### src/rtl/poe_cfg_pkg.sv
package poe_cfg_pkg;

  // Register offsets on the serial register port
  localparam logic [7:0] OFS_STRAP = 8'h11;
  localparam logic [7:0] OFS_MODE = 8'h12;
  localparam logic [7:0] OFS_UNPLUG = 8'h13;
  localparam logic [7:0] OFS_DISCOVERY = 8'h14;
  localparam logic [7:0] OFS_BACKOFF = 8'h15;
  localparam logic [7:0] OFS_TIMERS = 8'h16;

  // Port count and field positions
  localparam int NUM_PORTS = 4;
  localparam int STRAP_ADDR_LSB = 2;
  localparam int STRAP_MIDSPAN_BIT = 1;
  localparam int STRAP_AUTO_BIT = 0;
  localparam int AC_LSB = 4;
  localparam int DC_LSB = 0;
  localparam int CLS_LSB = 4;
  localparam int DET_LSB = 0;
  localparam int RESTART_OFF_SELECT_LSB = 6;
  localparam int TSTART_LSB = 4;
  localparam int TFAULT_LSB = 2;
  localparam int UNPLUG_TIMEOUT_SELECT_LSB = 0;

  // Fixed reset values; the strap-dependent ones are built from the latch
  localparam logic [7:0] TIMERS_RESET = 8'h00;
  localparam logic [3:0] UPPER_NIBBLE_RESET = 4'h0;

  // Timing: clock period and the millisecond tick derived from it
  localparam int CLK_PERIOD_NS = 10;
  localparam int MS_NS = 1000000;
  localparam int MS_CYCLES = (MS_NS + CLK_PERIOD_NS - 1) / CLK_PERIOD_NS;
  localparam int TMR_W = 12;
  localparam logic [11:0] TSTART_NOM_MS = 12'h03c;
  localparam logic [11:0] TFAULT_NOM_MS = 12'h03c;
  localparam logic [11:0] UNPLUG_TIMEOUT_SELECT_NOM_MS = 12'h15e;
  localparam logic [11:0] BACKOFF_MS = 12'h898;

  // Operating mode codes per port
  typedef enum logic [1:0] {
    MODE_SHUTDOWN = 2'b00,
    MODE_MANUAL = 2'b01,
    MODE_SEMI = 2'b10,
    MODE_AUTO = 2'b11
  } port_mode_t;

  // Latched strap inputs, ordered as they read back
  typedef struct packed {
    logic [3:0] addr;
    logic midspan;
    logic autonomous;
  } strap_t;

  // Timer selects, ordered as in the timing register
  typedef struct packed {
    logic [1:0] restart_off_select;
    logic [1:0] tstart;
    logic [1:0] tfault;
    logic [1:0] unplug_timeout_select;
  } timer_sel_t;

  // Startup and fault time scaling: x1, x1/2, x2, x4
  function automatic logic [11:0] scale_limit(input logic [11:0] nom, input logic [1:0] sel);
    logic [11:0] r;
    unique case (sel)
      2'b00: r = nom;
      2'b01: r = nom >> 1;
      2'b10: r = nom << 1;
      default: r = nom << 2;
    endcase
    return r;
  endfunction

  // Disconnect time scaling: x1, x1/4, x1/2, x2
  function automatic logic [11:0] scale_disc(input logic [11:0] nom, input logic [1:0] sel);
    logic [11:0] r;
    unique case (sel)
      2'b00: r = nom;
      2'b01: r = nom >> 2;
      2'b10: r = nom >> 1;
      default: r = nom << 1;
    endcase
    return r;
  endfunction

  // Fault counter discharge divider: 16, 32, 64 ticks per step, or instant
  function automatic logic [6:0] restart_div(input logic [1:0] sel);
    logic [6:0] r;
    unique case (sel)
      2'b00: r = 7'h10;
      2'b01: r = 7'h20;
      2'b10: r = 7'h40;
      default: r = 7'h00;
    endcase
    return r;
  endfunction

endpackage

### src/rtl/poe_strap_capture.sv
`timescale 1ns/1ns
`default_nettype none
module poe_strap_capture
  import poe_cfg_pkg::*;
(
  input wire logic clk,
  input wire logic rst_n,
  input wire logic [5:0] pins,
  output strap_t strap
);

  // Three-stage synchroniser; runs unreset so it settles while reset is held
  logic [5:0] s1_q, s2_q, s3_q;
  strap_t latch_q, latch_d;

  // Latch follows agreed pin levels only while reset is asserted
  always_comb begin
    latch_d = latch_q;
    if (!rst_n) begin
      for (int i = 0; i < 6; i++) begin
        if (s2_q[i] == s3_q[i]) begin
          latch_d[i] = s3_q[i];
        end
      end
    end
  end

  // No async reset here: the latch must capture during reset, not be cleared by it
  always_ff @(posedge clk) begin
    s1_q <= pins;
    s2_q <= s1_q;
    s3_q <= s2_q;
    latch_q <= latch_d;
  end

  assign strap = latch_q;

endmodule
`default_nettype wire

### src/rtl/poe_port_timer.sv
`timescale 1ns/1ns
`default_nettype none
module poe_port_timer
  import poe_cfg_pkg::*;
(
  input wire logic clk,
  input wire logic rst_n,
  input wire logic ms_tick,
  input wire timer_sel_t sel,
  input wire logic restart_en,
  input wire logic soft_reset,
  input wire logic powered,
  input wire logic in_startup,
  input wire logic power_good,
  input wire logic in_limit,
  input wire logic mps_seen,
  input wire logic monitor_en,
  input wire logic detect_fail,
  input wire logic backoff_en,
  output logic oc_shutdown,
  output logic unplug_shutdown,
  output logic restart_hold,
  output logic backoff_hold,
  output logic monitor_active
);

  // Fault counter in ms, discharge prescaler and fault flag
  logic [TMR_W-1:0] oc_q, oc_d;
  logic [6:0] div_q, div_d;
  logic faulted_q, faulted_d;
  // Unplug and backoff counters in ms
  logic [TMR_W-1:0] unplug_q, unplug_d, boff_q, boff_d;
  logic oc_pulse_q, oc_pulse_d, unplug_pulse_q, unplug_pulse_d, mon_q, mon_d;
  logic [TMR_W-1:0] limit;
  logic [6:0] rdiv;

  // Startup limit while starting up, fault limit otherwise
  assign limit = in_startup ? scale_limit(TSTART_NOM_MS, sel.tstart) : scale_limit(TFAULT_NOM_MS, sel.tfault);
  assign rdiv = restart_div(sel.restart_off_select);

  // Next-state for all per-port timers
  always_comb begin
    oc_d = oc_q;
    div_d = div_q;
    faulted_d = faulted_q;
    unplug_d = unplug_q;
    boff_d = boff_q;
    oc_pulse_d = 1'b0;
    unplug_pulse_d = 1'b0;
    mon_d = powered && !in_startup && power_good && monitor_en;
    if (faulted_q) begin
      // Discharge sets how long the port stays off
      if (rdiv == 7'h00) begin
        oc_d = '0;
        faulted_d = 1'b0;
      end else if (ms_tick) begin
        if (div_q + 7'h01 >= rdiv) begin
          div_d = '0;
          oc_d = oc_q - 12'h001;
          faulted_d = (oc_q != 12'h001);
        end else begin
          div_d = div_q + 7'h01;
        end
      end
    end else if (powered && in_limit) begin
      if (ms_tick) begin
        oc_d = oc_q + 12'h001;
        if (oc_q + 12'h001 >= limit) begin
          oc_d = limit;
          faulted_d = (limit != 12'h000);
          oc_pulse_d = 1'b1;
          div_d = '0;
        end
      end
    end else begin
      // Limit condition gone before timeout: forget the partial count
      oc_d = '0;
    end
    // Missing maintain-power signature counts toward unplug
    if (!mon_q || mps_seen || soft_reset) begin
      unplug_d = '0;
    end else if (ms_tick) begin
      unplug_d = unplug_q + 12'h001;
      if (unplug_q >= scale_disc(UNPLUG_TIMEOUT_SELECT_NOM_MS, sel.unplug_timeout_select)) begin
        unplug_pulse_d = 1'b1;
        unplug_d = '0;
      end
    end
    // Cadence backoff after a failed detection
    if (soft_reset) begin
      boff_d = '0;
    end else if (detect_fail && backoff_en) begin
      boff_d = BACKOFF_MS;
    end else if (ms_tick && boff_q != 12'h000) begin
      boff_d = boff_q - 12'h001;
    end
  end

  // Register stage
  always_ff @(posedge clk or negedge rst_n) begin
    if (!rst_n) begin
      oc_q <= '0;
      div_q <= '0;
      faulted_q <= 1'b0;
      unplug_q <= '0;
      boff_q <= '0;
      oc_pulse_q <= 1'b0;
      unplug_pulse_q <= 1'b0;
      mon_q <= 1'b0;
    end else begin
      oc_q <= oc_d;
      div_q <= div_d;
      faulted_q <= faulted_d;
      unplug_q <= unplug_d;
      boff_q <= boff_d;
      oc_pulse_q <= oc_pulse_d;
      unplug_pulse_q <= unplug_pulse_d;
      mon_q <= mon_d;
    end
  end

  assign oc_shutdown = oc_pulse_q;
  assign unplug_shutdown = unplug_pulse_q;
  assign restart_hold = faulted_q && restart_en;
  assign backoff_hold = (boff_q != 12'h000);
  assign monitor_active = mon_q;
endmodule
`default_nettype wire

### src/rtl/poe_port_config_regs.sv
`timescale 1ns/1ns
`default_nettype none
module poe_port_config_regs
  import poe_cfg_pkg::*;
#(
  parameter int TICK_CYCLES = MS_CYCLES
) (
  input wire logic core_clk,
  input wire logic rst_b,
  input wire logic addr_strap_bit3,
  input wire logic addr_strap_bit2,
  input wire logic addr_strap_bit1,
  input wire logic addr_strap_bit0,
  input wire logic midspan_strap,
  input wire logic autonomous_strap,
  input wire logic [7:0] reg_addr,
  input wire logic reg_wr_en,
  input wire logic [7:0] reg_wdata,
  input wire logic reg_rd_en,
  output logic [7:0] reg_rdata,
  input wire logic restart_protection_enable,
  input wire logic [3:0] port_soft_reset,
  input wire logic [3:0] sw_power_off,
  input wire logic [3:0] powered,
  input wire logic [3:0] in_startup,
  input wire logic [3:0] power_good_flag,
  input wire logic [3:0] in_limit,
  input wire logic [3:0] mps_seen,
  input wire logic [3:0] det_done,
  input wire logic [3:0] cls_done,
  input wire logic [3:0] detect_fail,
  output logic [7:0] port_mode_field,
  output logic [3:0] det_start,
  output logic [3:0] cls_start,
  output logic [3:0] dc_unplug_monitor_enable,
  output logic [3:0] ac_unplug_monitor_enable,
  output logic [3:0] oc_shutdown,
  output logic [3:0] unplug_shutdown,
  output logic [3:0] restart_hold,
  output logic [3:0] backoff_hold
);

  // Reset release synchroniser and one-cycle strap-load pulse
  logic rst_s1_q, rst_n, seen_q;
  logic init_q, init_d;
  strap_t strap;
  // Configuration registers
  logic [7:0] mode_q, mode_d, unplug_q, unplug_d, disc_q, disc_d, timers_q, timers_d;
  logic [3:0] cadence_retry_enable_q, cadence_retry_enable_d;
  logic [7:0] rdata_q, rdata_d;
  // Millisecond divider
  logic [16:0] tick_cnt_q, tick_cnt_d;
  logic tick_q, tick_d;
  // Registered outputs toward the port engines
  logic [3:0] det_q, det_d, cls_q, cls_d, monitor_active;
  logic wr_mode;

  // Async assert, synchronous release of the reset
  always_ff @(posedge core_clk or negedge rst_b) begin
    if (!rst_b) begin
      rst_s1_q <= 1'b0;
      rst_n <= 1'b0;
    end else begin
      rst_s1_q <= 1'b1;
      rst_n <= rst_s1_q;
    end
  end

  // Straps latch while reset is held, then freeze
  poe_strap_capture u_strap (
    .clk(core_clk),
    .rst_n(rst_n),
    .pins({addr_strap_bit3, addr_strap_bit2, addr_strap_bit1, addr_strap_bit0, midspan_strap, autonomous_strap}),
    .strap(strap)
  );

  // Pulse once after release so strap-based defaults load from the latch
  assign init_d = !seen_q;
  always_ff @(posedge core_clk or negedge rst_n) begin
    if (!rst_n) begin
      seen_q <= 1'b0;
      init_q <= 1'b0;
    end else begin
      seen_q <= 1'b1;
      init_q <= init_d;
    end
  end

  assign wr_mode = reg_wr_en && (reg_addr == OFS_MODE);

  // Register bank next values: defaults, hardware clears, then software writes
  always_comb begin
    mode_d = mode_q;
    unplug_d = unplug_q;
    disc_d = disc_q;
    timers_d = timers_q;
    cadence_retry_enable_d = cadence_retry_enable_q;
    if (init_q) begin
      mode_d = {8{strap.autonomous}};
      unplug_d = {UPPER_NIBBLE_RESET, {4{strap.autonomous}}};
      disc_d = {8{strap.autonomous}};
      cadence_retry_enable_d = {4{strap.midspan & strap.autonomous}};
      timers_d = TIMERS_RESET;
    end else begin
      for (int p = 0; p < NUM_PORTS; p++) begin
        // Manual mode: routine completion clears its pushbutton
        if (port_mode_t'(mode_q[2*p +: 2]) == MODE_MANUAL) begin
          if (det_done[p]) begin
            disc_d[DET_LSB+p] = 1'b0;
          end
          if (cls_done[p]) begin
            disc_d[CLS_LSB+p] = 1'b0;
          end
        end
        // Semi mode: each commanded power-off clears the enables
        if (port_mode_t'(mode_q[2*p +: 2]) == MODE_SEMI && sw_power_off[p]) begin
          disc_d[DET_LSB+p] = 1'b0;
          disc_d[CLS_LSB+p] = 1'b0;
        end
      end
      // A write lands after the clears, so a set in the same cycle wins
      if (reg_wr_en) begin
        unique case (reg_addr)
          OFS_MODE: begin
            mode_d = reg_wdata;
            for (int p = 0; p < NUM_PORTS; p++) begin
              if (reg_wdata[2*p +: 2] != mode_q[2*p +: 2]) begin
                unique case (port_mode_t'(reg_wdata[2*p +: 2]))
                  MODE_AUTO: begin
                    disc_d[DET_LSB+p] = 1'b1;
                    disc_d[CLS_LSB+p] = 1'b1;
                  end
                  MODE_MANUAL: begin
                    disc_d[DET_LSB+p] = 1'b0;
                    disc_d[CLS_LSB+p] = 1'b0;
                  end
                  MODE_SEMI: ;
                  MODE_SHUTDOWN: ;
                endcase
              end
            end
          end
          OFS_UNPLUG: unplug_d = reg_wdata;
          OFS_DISCOVERY: disc_d = reg_wdata;
          OFS_BACKOFF: cadence_retry_enable_d = reg_wdata[3:0];
          OFS_TIMERS: timers_d = reg_wdata;
          default: ;
        endcase
      end
    end
  end

  // Register bank storage; port soft resets never reach it
  always_ff @(posedge core_clk or negedge rst_n) begin
    if (!rst_n) begin
      mode_q <= '0;
      unplug_q <= '0;
      disc_q <= '0;
      timers_q <= TIMERS_RESET;
      cadence_retry_enable_q <= '0;
    end else begin
      mode_q <= mode_d;
      unplug_q <= unplug_d;
      disc_q <= disc_d;
      timers_q <= timers_d;
      cadence_retry_enable_q <= cadence_retry_enable_d;
    end
  end

  // Read data, registered; unmapped offsets and reserved bits read zero
  always_comb begin
    rdata_d = rdata_q;
    if (reg_rd_en) begin
      unique case (reg_addr)
        OFS_STRAP: rdata_d = {2'b00, strap};
        OFS_MODE: rdata_d = mode_q;
        OFS_UNPLUG: rdata_d = unplug_q;
        OFS_DISCOVERY: rdata_d = disc_q;
        OFS_BACKOFF: rdata_d = {UPPER_NIBBLE_RESET, cadence_retry_enable_q};
        OFS_TIMERS: rdata_d = timers_q;
        default: rdata_d = 8'h00;
      endcase
    end
  end

  // Millisecond enable pulse for all port timers
  always_comb begin
    tick_d = 1'b0;
    tick_cnt_d = tick_cnt_q + 17'h00001;
    if (tick_cnt_q >= 17'(TICK_CYCLES - 1)) begin
      tick_cnt_d = '0;
      tick_d = 1'b1;
    end
  end

  // Routine requests: detection has priority, classification alone if asked
  always_comb begin
    for (int p = 0; p < NUM_PORTS; p++) begin
      det_d[p] = disc_q[DET_LSB+p] && (mode_q[2*p +: 2] != MODE_SHUTDOWN) && !backoff_hold[p];
      cls_d[p] = disc_q[CLS_LSB+p] && !disc_q[DET_LSB+p] && (mode_q[2*p +: 2] != MODE_SHUTDOWN);
    end
  end

  // Read data, divider and request registers
  always_ff @(posedge core_clk or negedge rst_n) begin
    if (!rst_n) begin
      rdata_q <= 8'h00;
      tick_cnt_q <= '0;
      tick_q <= 1'b0;
      det_q <= '0;
      cls_q <= '0;
    end else begin
      rdata_q <= rdata_d;
      tick_cnt_q <= tick_cnt_d;
      tick_q <= tick_d;
      det_q <= det_d;
      cls_q <= cls_d;
    end
  end

  // One timer engine per port, sharing the timing selects
  for (genvar g = 0; g < NUM_PORTS; g++) begin : g_port
    poe_port_timer u_timer (
      .clk(core_clk),
      .rst_n(rst_n),
      .ms_tick(tick_q),
      .sel(timer_sel_t'(timers_q)),
      .restart_en(restart_protection_enable),
      .soft_reset(port_soft_reset[g]),
      .powered(powered[g]),
      .in_startup(in_startup[g]),
      .power_good(power_good_flag[g]),
      .in_limit(in_limit[g]),
      .mps_seen(mps_seen[g]),
      .monitor_en(unplug_q[DC_LSB+g] | unplug_q[AC_LSB+g]),
      .detect_fail(detect_fail[g]),
      .backoff_en(cadence_retry_enable_q[g]),
      .oc_shutdown(oc_shutdown[g]),
      .unplug_shutdown(unplug_shutdown[g]),
      .restart_hold(restart_hold[g]),
      .backoff_hold(backoff_hold[g]),
      .monitor_active(monitor_active[g])
    );
  end

  assign reg_rdata = rdata_q;
  assign port_mode_field = mode_q;
  assign det_start = det_q;
  assign cls_start = cls_q;
  // Monitor enables reach the analog side only once monitoring is armed
  assign dc_unplug_monitor_enable = unplug_q[DC_LSB +: 4] & monitor_active;
  assign ac_unplug_monitor_enable = unplug_q[AC_LSB +: 4] & monitor_active;
endmodule
`default_nettype wire

### config.mk
export PLATFORM = sky130hd
export DESIGN_NAME = poe_port_config_regs
export DESIGN_NICKNAME = d
export VERILOG_FILES = /design/src/rtl/poe_cfg_pkg.sv /design/src/rtl/poe_strap_capture.sv /design/src/rtl/poe_port_timer.sv /design/src/rtl/poe_port_config_regs.sv
export SDC_FILE = /design/constraint.sdc
export NUM_CORES = 1
export LEC_CHECK = 0
export BUFFER_PORTS_ARGS = -buffer_cell sky130_fd_sc_hd__buf_2
export CORE_ASPECT_RATIO = 2
export CORE_UTILIZATION = 30
export DETAILED_ROUTE_END_ITERATION = 8
export PLACE_DENSITY = 0.46
export SLEW_MARGIN = 20
export SYNTH_ARGS = -nofsm -noshare
export SYNTH_HDL_FRONTEND = slang
export SYNTH_HIERARCHICAL = 1
export SYNTH_SLANG_ARGS = --single-unit
### constraint.sdc
create_clock -name core_clk -period 8.9 [get_ports core_clk]
set_clock_uncertainty 0.2 [all_clocks]
set_input_delay 0.89 -clock core_clk [delete_from_list [all_inputs] [get_ports core_clk]]
set_output_delay 0.89 -clock core_clk [all_outputs]
set_load 0.02 [all_outputs]
==> qor.txt, run 1 <==
Clock Latency Late Sink: 0.62 ns
CTS tree: yes
Most common cell after layout, fill and taps aside: dfrtp_1
Number of routed nets with antenna violations: 0
Asr flop ratio synth: 91.61%
Vias per inst: 5.400
Cell breakdown of the critical path: ha_1 -> nand3_2 -> or3_1 -> nand2_1 -> ha_1 -> a21o_1 -> a21oi_1 -> o311ai_2 -> a211oi_2 -> mux2i_1 -> o221ai_1
Largest net degree at the start of global routing: 130
Crit end category: register
Total power: 3.032 mW
Grt met2 use: 35.62%
Slew margin rel.: 24.76%
Hold slack: 0.1258 ns
Die Y-Extent: 352.5 microns
Highest clock rate: 0.2546 GHz
First-pass GRT wire length: 92660 microns
Top Ports: 115
Seq/Total Area, Yosys: 38.52%
Top FF cell, synth: dfrtp_1
Post-layout util: 34.12%
Num CTS Buffers: 31
CP required: 9.16 ns
Average cell area after synthesis: 8.992 sq um
Placeable core area: 60860 sq um
Root buf cell: clkbuf_16
Reg2reg setup slack: 4.97 ns
Post-layout min period: 3.928 ns
DRT Pass-1 Iters: 5
Final period util: 44.13%
NumNets Final: 2314
Worst Setup Slack, final: 4.972 ns
Routed WL per cell: 20.17 microns
Die ar.: 62470 sq um
Worst slack, placed: 4.841 ns
Max-Cap Viols: 0
CP Class: reg -> reg
Total wire length: 59210 microns
Gpl congestion: 0.9285
Most frequent cells in the layout: dfrtp_1 (260), nor2_1 (207), nand2_1 (169)
Reg clk slew, reported paths: 0.06 ns
Post-CTS Resized: 0
Setup violators final: 0
Max-slew violation count: 0
Synth cell types: 95
Status: finished, final reports clean
Overflow after GRT: 0
M3 GR Usage: 2.339%
Fin. Hold Viols: 0
Seq cells post-synth: 286
Die Wd: 177.2 microns
Top cells by area, synth: dfrtp_1 (36%), ha_1 (7.9%), nor2_1 (4.2%)
Setup crit start kind: register
Area grow syn2layout: 12.71%
HP Class: reg -> reg
Layout cells sized above 1: 12.12%
Global route hottest layer: met2
Slew of the pin with the lowest slew margin: 1.127 ns
CTS sink cnt: 286
Fill count: 6323
Worst VDD drop: 0.0001369 V
H-tree depth: 1
Slowest CP cell: a211oi_2
Post-synth EDFFs: 6
Most used cell, CP: ha_1
Setup tns final: 0 ns
All-Layer GR Usage: 19.08%
Port bufs: 114
Number of global-route vias before repair: 16317
CP Max Fanout: 12
Yosys warnings: 6
Syn Inst Count: 2049
Area leader, netlist: dfrtp_1
Pleak: 9.457 nW
Post-CTS setup buffer count: 0
Via count: 15855
Synth top area share: 35.59%
DRT iter0 DRCs: 897
Hpwl dp: 44700 microns
Post-Syn Area: 18420 sq um
DR DRC count: 0
Met1 usage: 20.19%
PwrDens: 146.0 nW/um^2
Crit path largest cell delay: 0.94 ns
Clk buf depth: 3
WP data arrival: 4.18 ns
Initial antenna violation count: 7
RSZ-0062 raised after global routing: no
Starting Density: 30.27%
Row count: 128
cell families (layout without fill, tap and decap cells):
family                   count (synthesis)  count (layout)  share of synthesized area [%]
AND/OR/NAND/NOR                        809             809                          22.68
AO/OA/AOI/OAI                          493             493                          17.99
flip-flops                             286             286                          38.52
buffers and inverters                  166             270                          3.762
adder cells (fa/ha/maj)                117             117                          7.946
XOR/XNOR                               106             106                          5.039
multiplexers                            71              71                          4.048
other                                    1               4                        0.02035
registers in the layout, summed over array words and instances (netlist names), 8 cells and up:
name,count
g_port.u_timer/unplug_q,48
g_port.u_timer/boff_q,48
disc_q,8
g_port.u_timer/oc_q,48
reg_rdata,8
port_mode_field,8
g_port.u_timer/div_q,28
tick_cnt_q,17
timers_q,8
unplug_q,8
cell usage after synthesis, types with 14 or more instances:
cell	n
nor2b_1	25
nor3_1	41
mux2i_1	49
o221ai_1	35
and3_1	33
a22o_1	14
dfrtp_1	262
xnor2_1	51
nor2_1	207
clkbuf_1	37
buf_2	25
nand3_1	88
a21o_1	16
xor2_1	55
o21ai_0	112
dfxtp_1	18
nand2_1	169
mux2_2	20
inv_1	88
nand3b_1	14
nand4_1	33
o211ai_1	18
nand2b_1	43
a21oi_1	120
or3_1	20
ha_1	117
a31oi_1	38
and2_1	46
final cells by class:
type                            instances  area, sq um  share of cell area, %
Clock buffer                           45        898.4                  4.326
Sequential cell                       286         7102                  34.20
Antenna cell                            2        5.005                0.02410
Inverter                               88        330.3                  1.591
Multi-Input combinational cell       1598        10640                  51.23
Clock inverter                         12        147.6                 0.7110
Timing Repair Buffer                  125        668.1                  3.218
Tap cell                              780        975.9                  4.700
per-layer routing:
layer  wire length, microns  part of all wire [%]
met1                  22190                    37
met3                   2206                   3.7
met5                     52                 0.088
met2                  31410                    53
met4                   3347                   5.7
worst max-delay path, delay by kind of cell, from the launching register on:
kind            cells  cell delay [ns]
compound gates      5             1.57
fa+ha+maj           2             0.50
flops               1             0.55
mux                 1             0.27
simple gates        3             0.71
worst paths after layout:
kind	cells past startpoint	end	startpoint
min in group asynchronous	0	tick_cnt_q[14]	rst_n
max reg2reg	11	g_port[0].u_timer/oc_q[2]	g_port[0].u_timer/oc_q[0]
max in group asynchronous	2	g_port[1].u_timer/oc_q[9]	rst_n
min	0	u_strap/s2_q[4]	u_strap/s1_q[4]
max	11	g_port[0].u_timer/oc_q[2]	g_port[0].u_timer/oc_q[0]
min reg2reg	0	u_strap/s2_q[4]	u_strap/s1_q[4]
power by group:
part / switching (mW) / total (mW) / leakage [nW] / internal, mW
combinational: 0.177 / 0.270 / 5.27 / 0.0935
clock: 0.582 / 1.37 / 0.512 / 0.785
sequential: 0.0593 / 1.39 / 3.67 / 1.34
total: 0.818 / 3.03 / 9.46 / 2.21
metrics by stage:
step / area, sq um / std cells
3_5_place_dp: 19700 / 2876
4_1_cts: 20760 / 2934
5_1_grt: 20760 / 2936
2_1_floorplan: 18430 / 2050
6_report: 20760 / 2936
3_3_place_gp: 19700 / 2876
repair_timing:
item                                    in CTS  in global routing
hold endpoints to repair                     2                  0
hold buffers                                 1                  0
endpoints found under the setup margin       0                  0
No activity file was read; power rests on OpenSTA's default activity.
==> run 2, diff against run 1 <==
--- a/config.mk
+++ b/config.mk
@@ -5,11 +5,12 @@
 export SDC_FILE = /design/constraint.sdc
 export NUM_CORES = 1
 export LEC_CHECK = 0
+export ABC_AREA = 1
 export BUFFER_PORTS_ARGS = -buffer_cell sky130_fd_sc_hd__buf_2
 export CORE_ASPECT_RATIO = 2
 export CORE_UTILIZATION = 30
 export DETAILED_ROUTE_END_ITERATION = 8
-export PLACE_DENSITY = 0.46
+export PLACE_DENSITY = 0.48
 export SLEW_MARGIN = 20
 export SYNTH_ARGS = -nofsm -noshare
 export SYNTH_HDL_FRONTEND = slang
==> constraint.sdc (replaced) <==
create_clock -name core_clk -period 3.5 [get_ports core_clk]
set_clock_uncertainty 0.2 [all_clocks]
set_input_delay 0.35 -clock core_clk [delete_from_list [all_inputs] [get_ports core_clk]]
set_output_delay 0.35 -clock core_clk [all_outputs]
set_load 0.02 [all_outputs]
==> qor.txt, run 2 <==
RSZ-0062 raised after global routing: no
Post-route cell area: 22780 sq um (+9.7%)
Die ar.: 67150 sq um (+7.5%)
H-tree depth: 1 (unchanged)
Reg clk slew, reported paths: 0.07 ns (about the same)
Area grow syn2layout: 14.94%
R2R cell count: 12 (+1)
Setup crit start kind: register
Worst VDD drop: 0.0003917 V (+190%)
First-pass GRT wire length: 98480 microns (+6.3%)
Setup tns final: 0 ns (unchanged)
CTS sink cnt: 286 (unchanged)
Synth Area in Adders: 7.387% (-0.56 points)
Most common cell after layout, fill and taps aside: nand2_1
Largest net degree at the start of global routing: 76 (-42%)
Clk buf depth: 3 (unchanged)
Status: finished, final reports clean
CP required: 3.83 ns (-5.33 ns)
Gpl congestion: 0.9255 (-0.32%)
PwrDens: 498.4 nW/um^2 (+240%)
Post-Syn Area: 19820 sq um (+7.6%)
Synth top area share: 33.08% (-2.5 points)
DRT iter0 DRCs: 1066 (+19%)
Fill count: 6987 (+11%)
Average cell area after synthesis: 7.342 sq um (-18%)
Most frequent cells in the layout: nand2_1 (555), nor2_1 (362), inv_1 (358)
Post-synthesis simple-gate area fraction: 33.16% (+10 points)
CP Class: reg -> reg
Top post-synthesis cells by count: nand2_1 (555), nor2_1 (362), inv_1 (358), dfrtp_1 (262), nand3_1 (262)
Slew of the pin with the lowest slew margin: 0.9393 ns (-0.1873 ns)
Root buf cell: clkbuf_16
NumNets Final: 3040 (+31%)
Num CTS Buffers: 30 (-3.2%)
Number of routed nets with antenna violations: 0 (unchanged)
Top Ports: 115 (unchanged)
Top cells by area, synth: dfrtp_1 (33%), nand2_1 (11%), ha_1 (7.4%)
Seq/Total Area, Yosys: 35.81% (-2.7 points)
Most common cell in the netlist: nand2_1
Reg2reg setup slack: 0.37 ns (-4.60 ns)
Overflow after GRT: 0 (unchanged)
Combinational family with the most area after synthesis: simple AND/OR/NAND/NOR gates
HP Class: reg -> async
Synth cell types: 54 (-43%)
XOR/XNOR Fraction of Synth Area: 3.138% (-1.9 points)
Starting Density: 30.45% (+0.18 points)
Syn Inst Count: 2699 (+32%)
Vias per inst: 4.906 (-9.2%)
Crit path from: timers_q[3]
Reg2reg end: g_port[1].u_timer/oc_q[2]
Placeable core area: 65070 sq um (+6.9%)
Layout cells sized above 1: 13.47% (+1.4 points)
Reg2reg start: timers_q[3]
Fin. Hold Viols: 0 (unchanged)
Highest clock rate: 0.3197 GHz (+26%)
Via count: 18407 (+16%)
Max-slew violation count: 0 (unchanged)
Crit end category: register
CP Max Fanout: 10 (-2)
Asr flop ratio synth: 91.61% (unchanged)
Post-CTS setup buffer count: 0 (unchanged)
Initial antenna violation count: 4 (-3)
Row count: 132 (+3.1%)
DRT Pass-1 Iters: 5 (unchanged)
Die Y-Extent: 365.5 microns (+3.7%)
DR DRC count: 0 (unchanged)
Area leader, netlist: dfrtp_1
Routed WL per cell: 16.52 microns (-18%)
CTS tree: yes
Post-synth EDFFs: 6 (unchanged)
WP data arrival: 3.46 ns (-0.72 ns)
Compound-Gate Fraction of Synth Area: 11.17% (-6.8 points)
Number of global-route vias before repair: 18551 (+14%)
Yosys warnings: 6 (unchanged)
Post-synthesis mux area share: 0% (-4.0 points)
Pleak: 10.97 nW (+16%)
Max-Cap Viols: 0 (unchanged)
Port bufs: 114 (unchanged)
Final period util: 89.36% (+45 points)
Seq cells post-synth: 286 (unchanged)
All-Layer GR Usage: 18.72% (-0.36 points)
Clock Latency Late Sink: 0.60 ns (-0.02 ns)
Post-layout min period: 3.128 ns (-0.8000 ns)
Area post-placement: 21280 sq um (+8.0%)
Hpwl dp: 48330 microns (+8.1%)
Setup violators final: 0 (unchanged)
Slew margin rel.: 37.18% (+12 points)
Die Wd: 183.7 microns (+3.7%)
Top FF cell, synth: dfrtp_1
Top Registers: g_port.u_timer/boff_q x48, g_port.u_timer/oc_q x48, g_port.u_timer/unplug_q x48
Total wire length: 61980 microns (+4.7%)
-- run 2: cell families after synthesis --
kind of cell / after synthesis
simple gates: 1424
other cells: 1
xor+xnor: 71
flops: 286
buf+inv: 433
fa+ha+maj: 117
compound gates: 367
-- run 2: what timing repair did --
item                                    4_1_cts  5_1_grt
gates resized for setup                       0        0
endpoints found under the hold margin        77        0
endpoints found under the setup margin        0        0
hold buffers                                 39        0
-- run 2: how the worst max path moves through the flow --
stage	slack, ns	to	depth (start not counted)
2_1_floorplan	0.51	u_strap/strap[0]	3
3_3_place_gp	0.48	g_port[1].u_timer/oc_q[2]	12
3_5_place_dp	0.38	g_port[1].u_timer/oc_q[2]	12
4_1_cts	0.37	g_port[3].u_timer/oc_q[2]	12
5_1_grt	0.09	g_port[1].u_timer/unplug_q[8]	9
6_report	0.37	g_port[1].u_timer/oc_q[2]	12
-- run 2: power breakdown --
part / total, mW / internal [mW] / switching, mW / leakage, nW
Combinational: 3.54 / 1.22 / 2.32 / 6.75
Clock: 3.66 / 2.14 / 1.51 / 0.524
Sequential: 4.15 / 3.61 / 0.544 / 3.70
Total: 11.4 / 6.97 / 4.38 / 11.0
-- run 2: layout make-up --
class	count	area [sq um]	share of cell area (%)
Multi-Input combinational cell	1981	10880	47.76
Clock buffer	35	789.5	3.466
Tap cell	871	1090	4.785
Timing Repair Buffer	175	1164	5.109
Clock inverter	21	314.1	1.379
Antenna cell	1	2.502	0.01099
Sequential cell	286	7101	31.17
Inverter	382	1439	6.317
-- run 2: worst max-delay path, stage by stage, from the launching register on --
cell,delay [ns]
dfrtp_1,0.71
nand2_1,0.13
o21ai_0,0.38
inv_1,0.11
ha_1,0.32
a21oi_1,0.16
and2_1,0.18
nand3_4,0.10
nor2_8,0.19
nand2_2,0.14
nand2_1,0.09
nand3_1,0.17
a21oi_1,0.19
-- run 2: per-layer routing --
layer	vias up	track usage, %	share of wire [%]
li1	9074	-	-
met1	8734	20.55	39
met2	453	34.74	51
met3	142	2.256	4.3
met4	4	9.869	5.4
met5	-	0	0.048
-- run 2: through the flow --
step	setup WS (ns)	power, mW	std cells	util, %	hold WS [ns]
after CTS	0.3688	11.50	3751	35.00	0.02886
final	0.3723	11.35	3752	35.00	0.02482
after detailed placement	0.3777	7.715	3656	32.70	-0.05913
after global routing	0.09478	12.08	3751	35.00	0.03880
after global placement	0.4807	7.653	3656	32.70	-0.06212
after floorplan	0.5104	6.789	2700	-	-0.1456
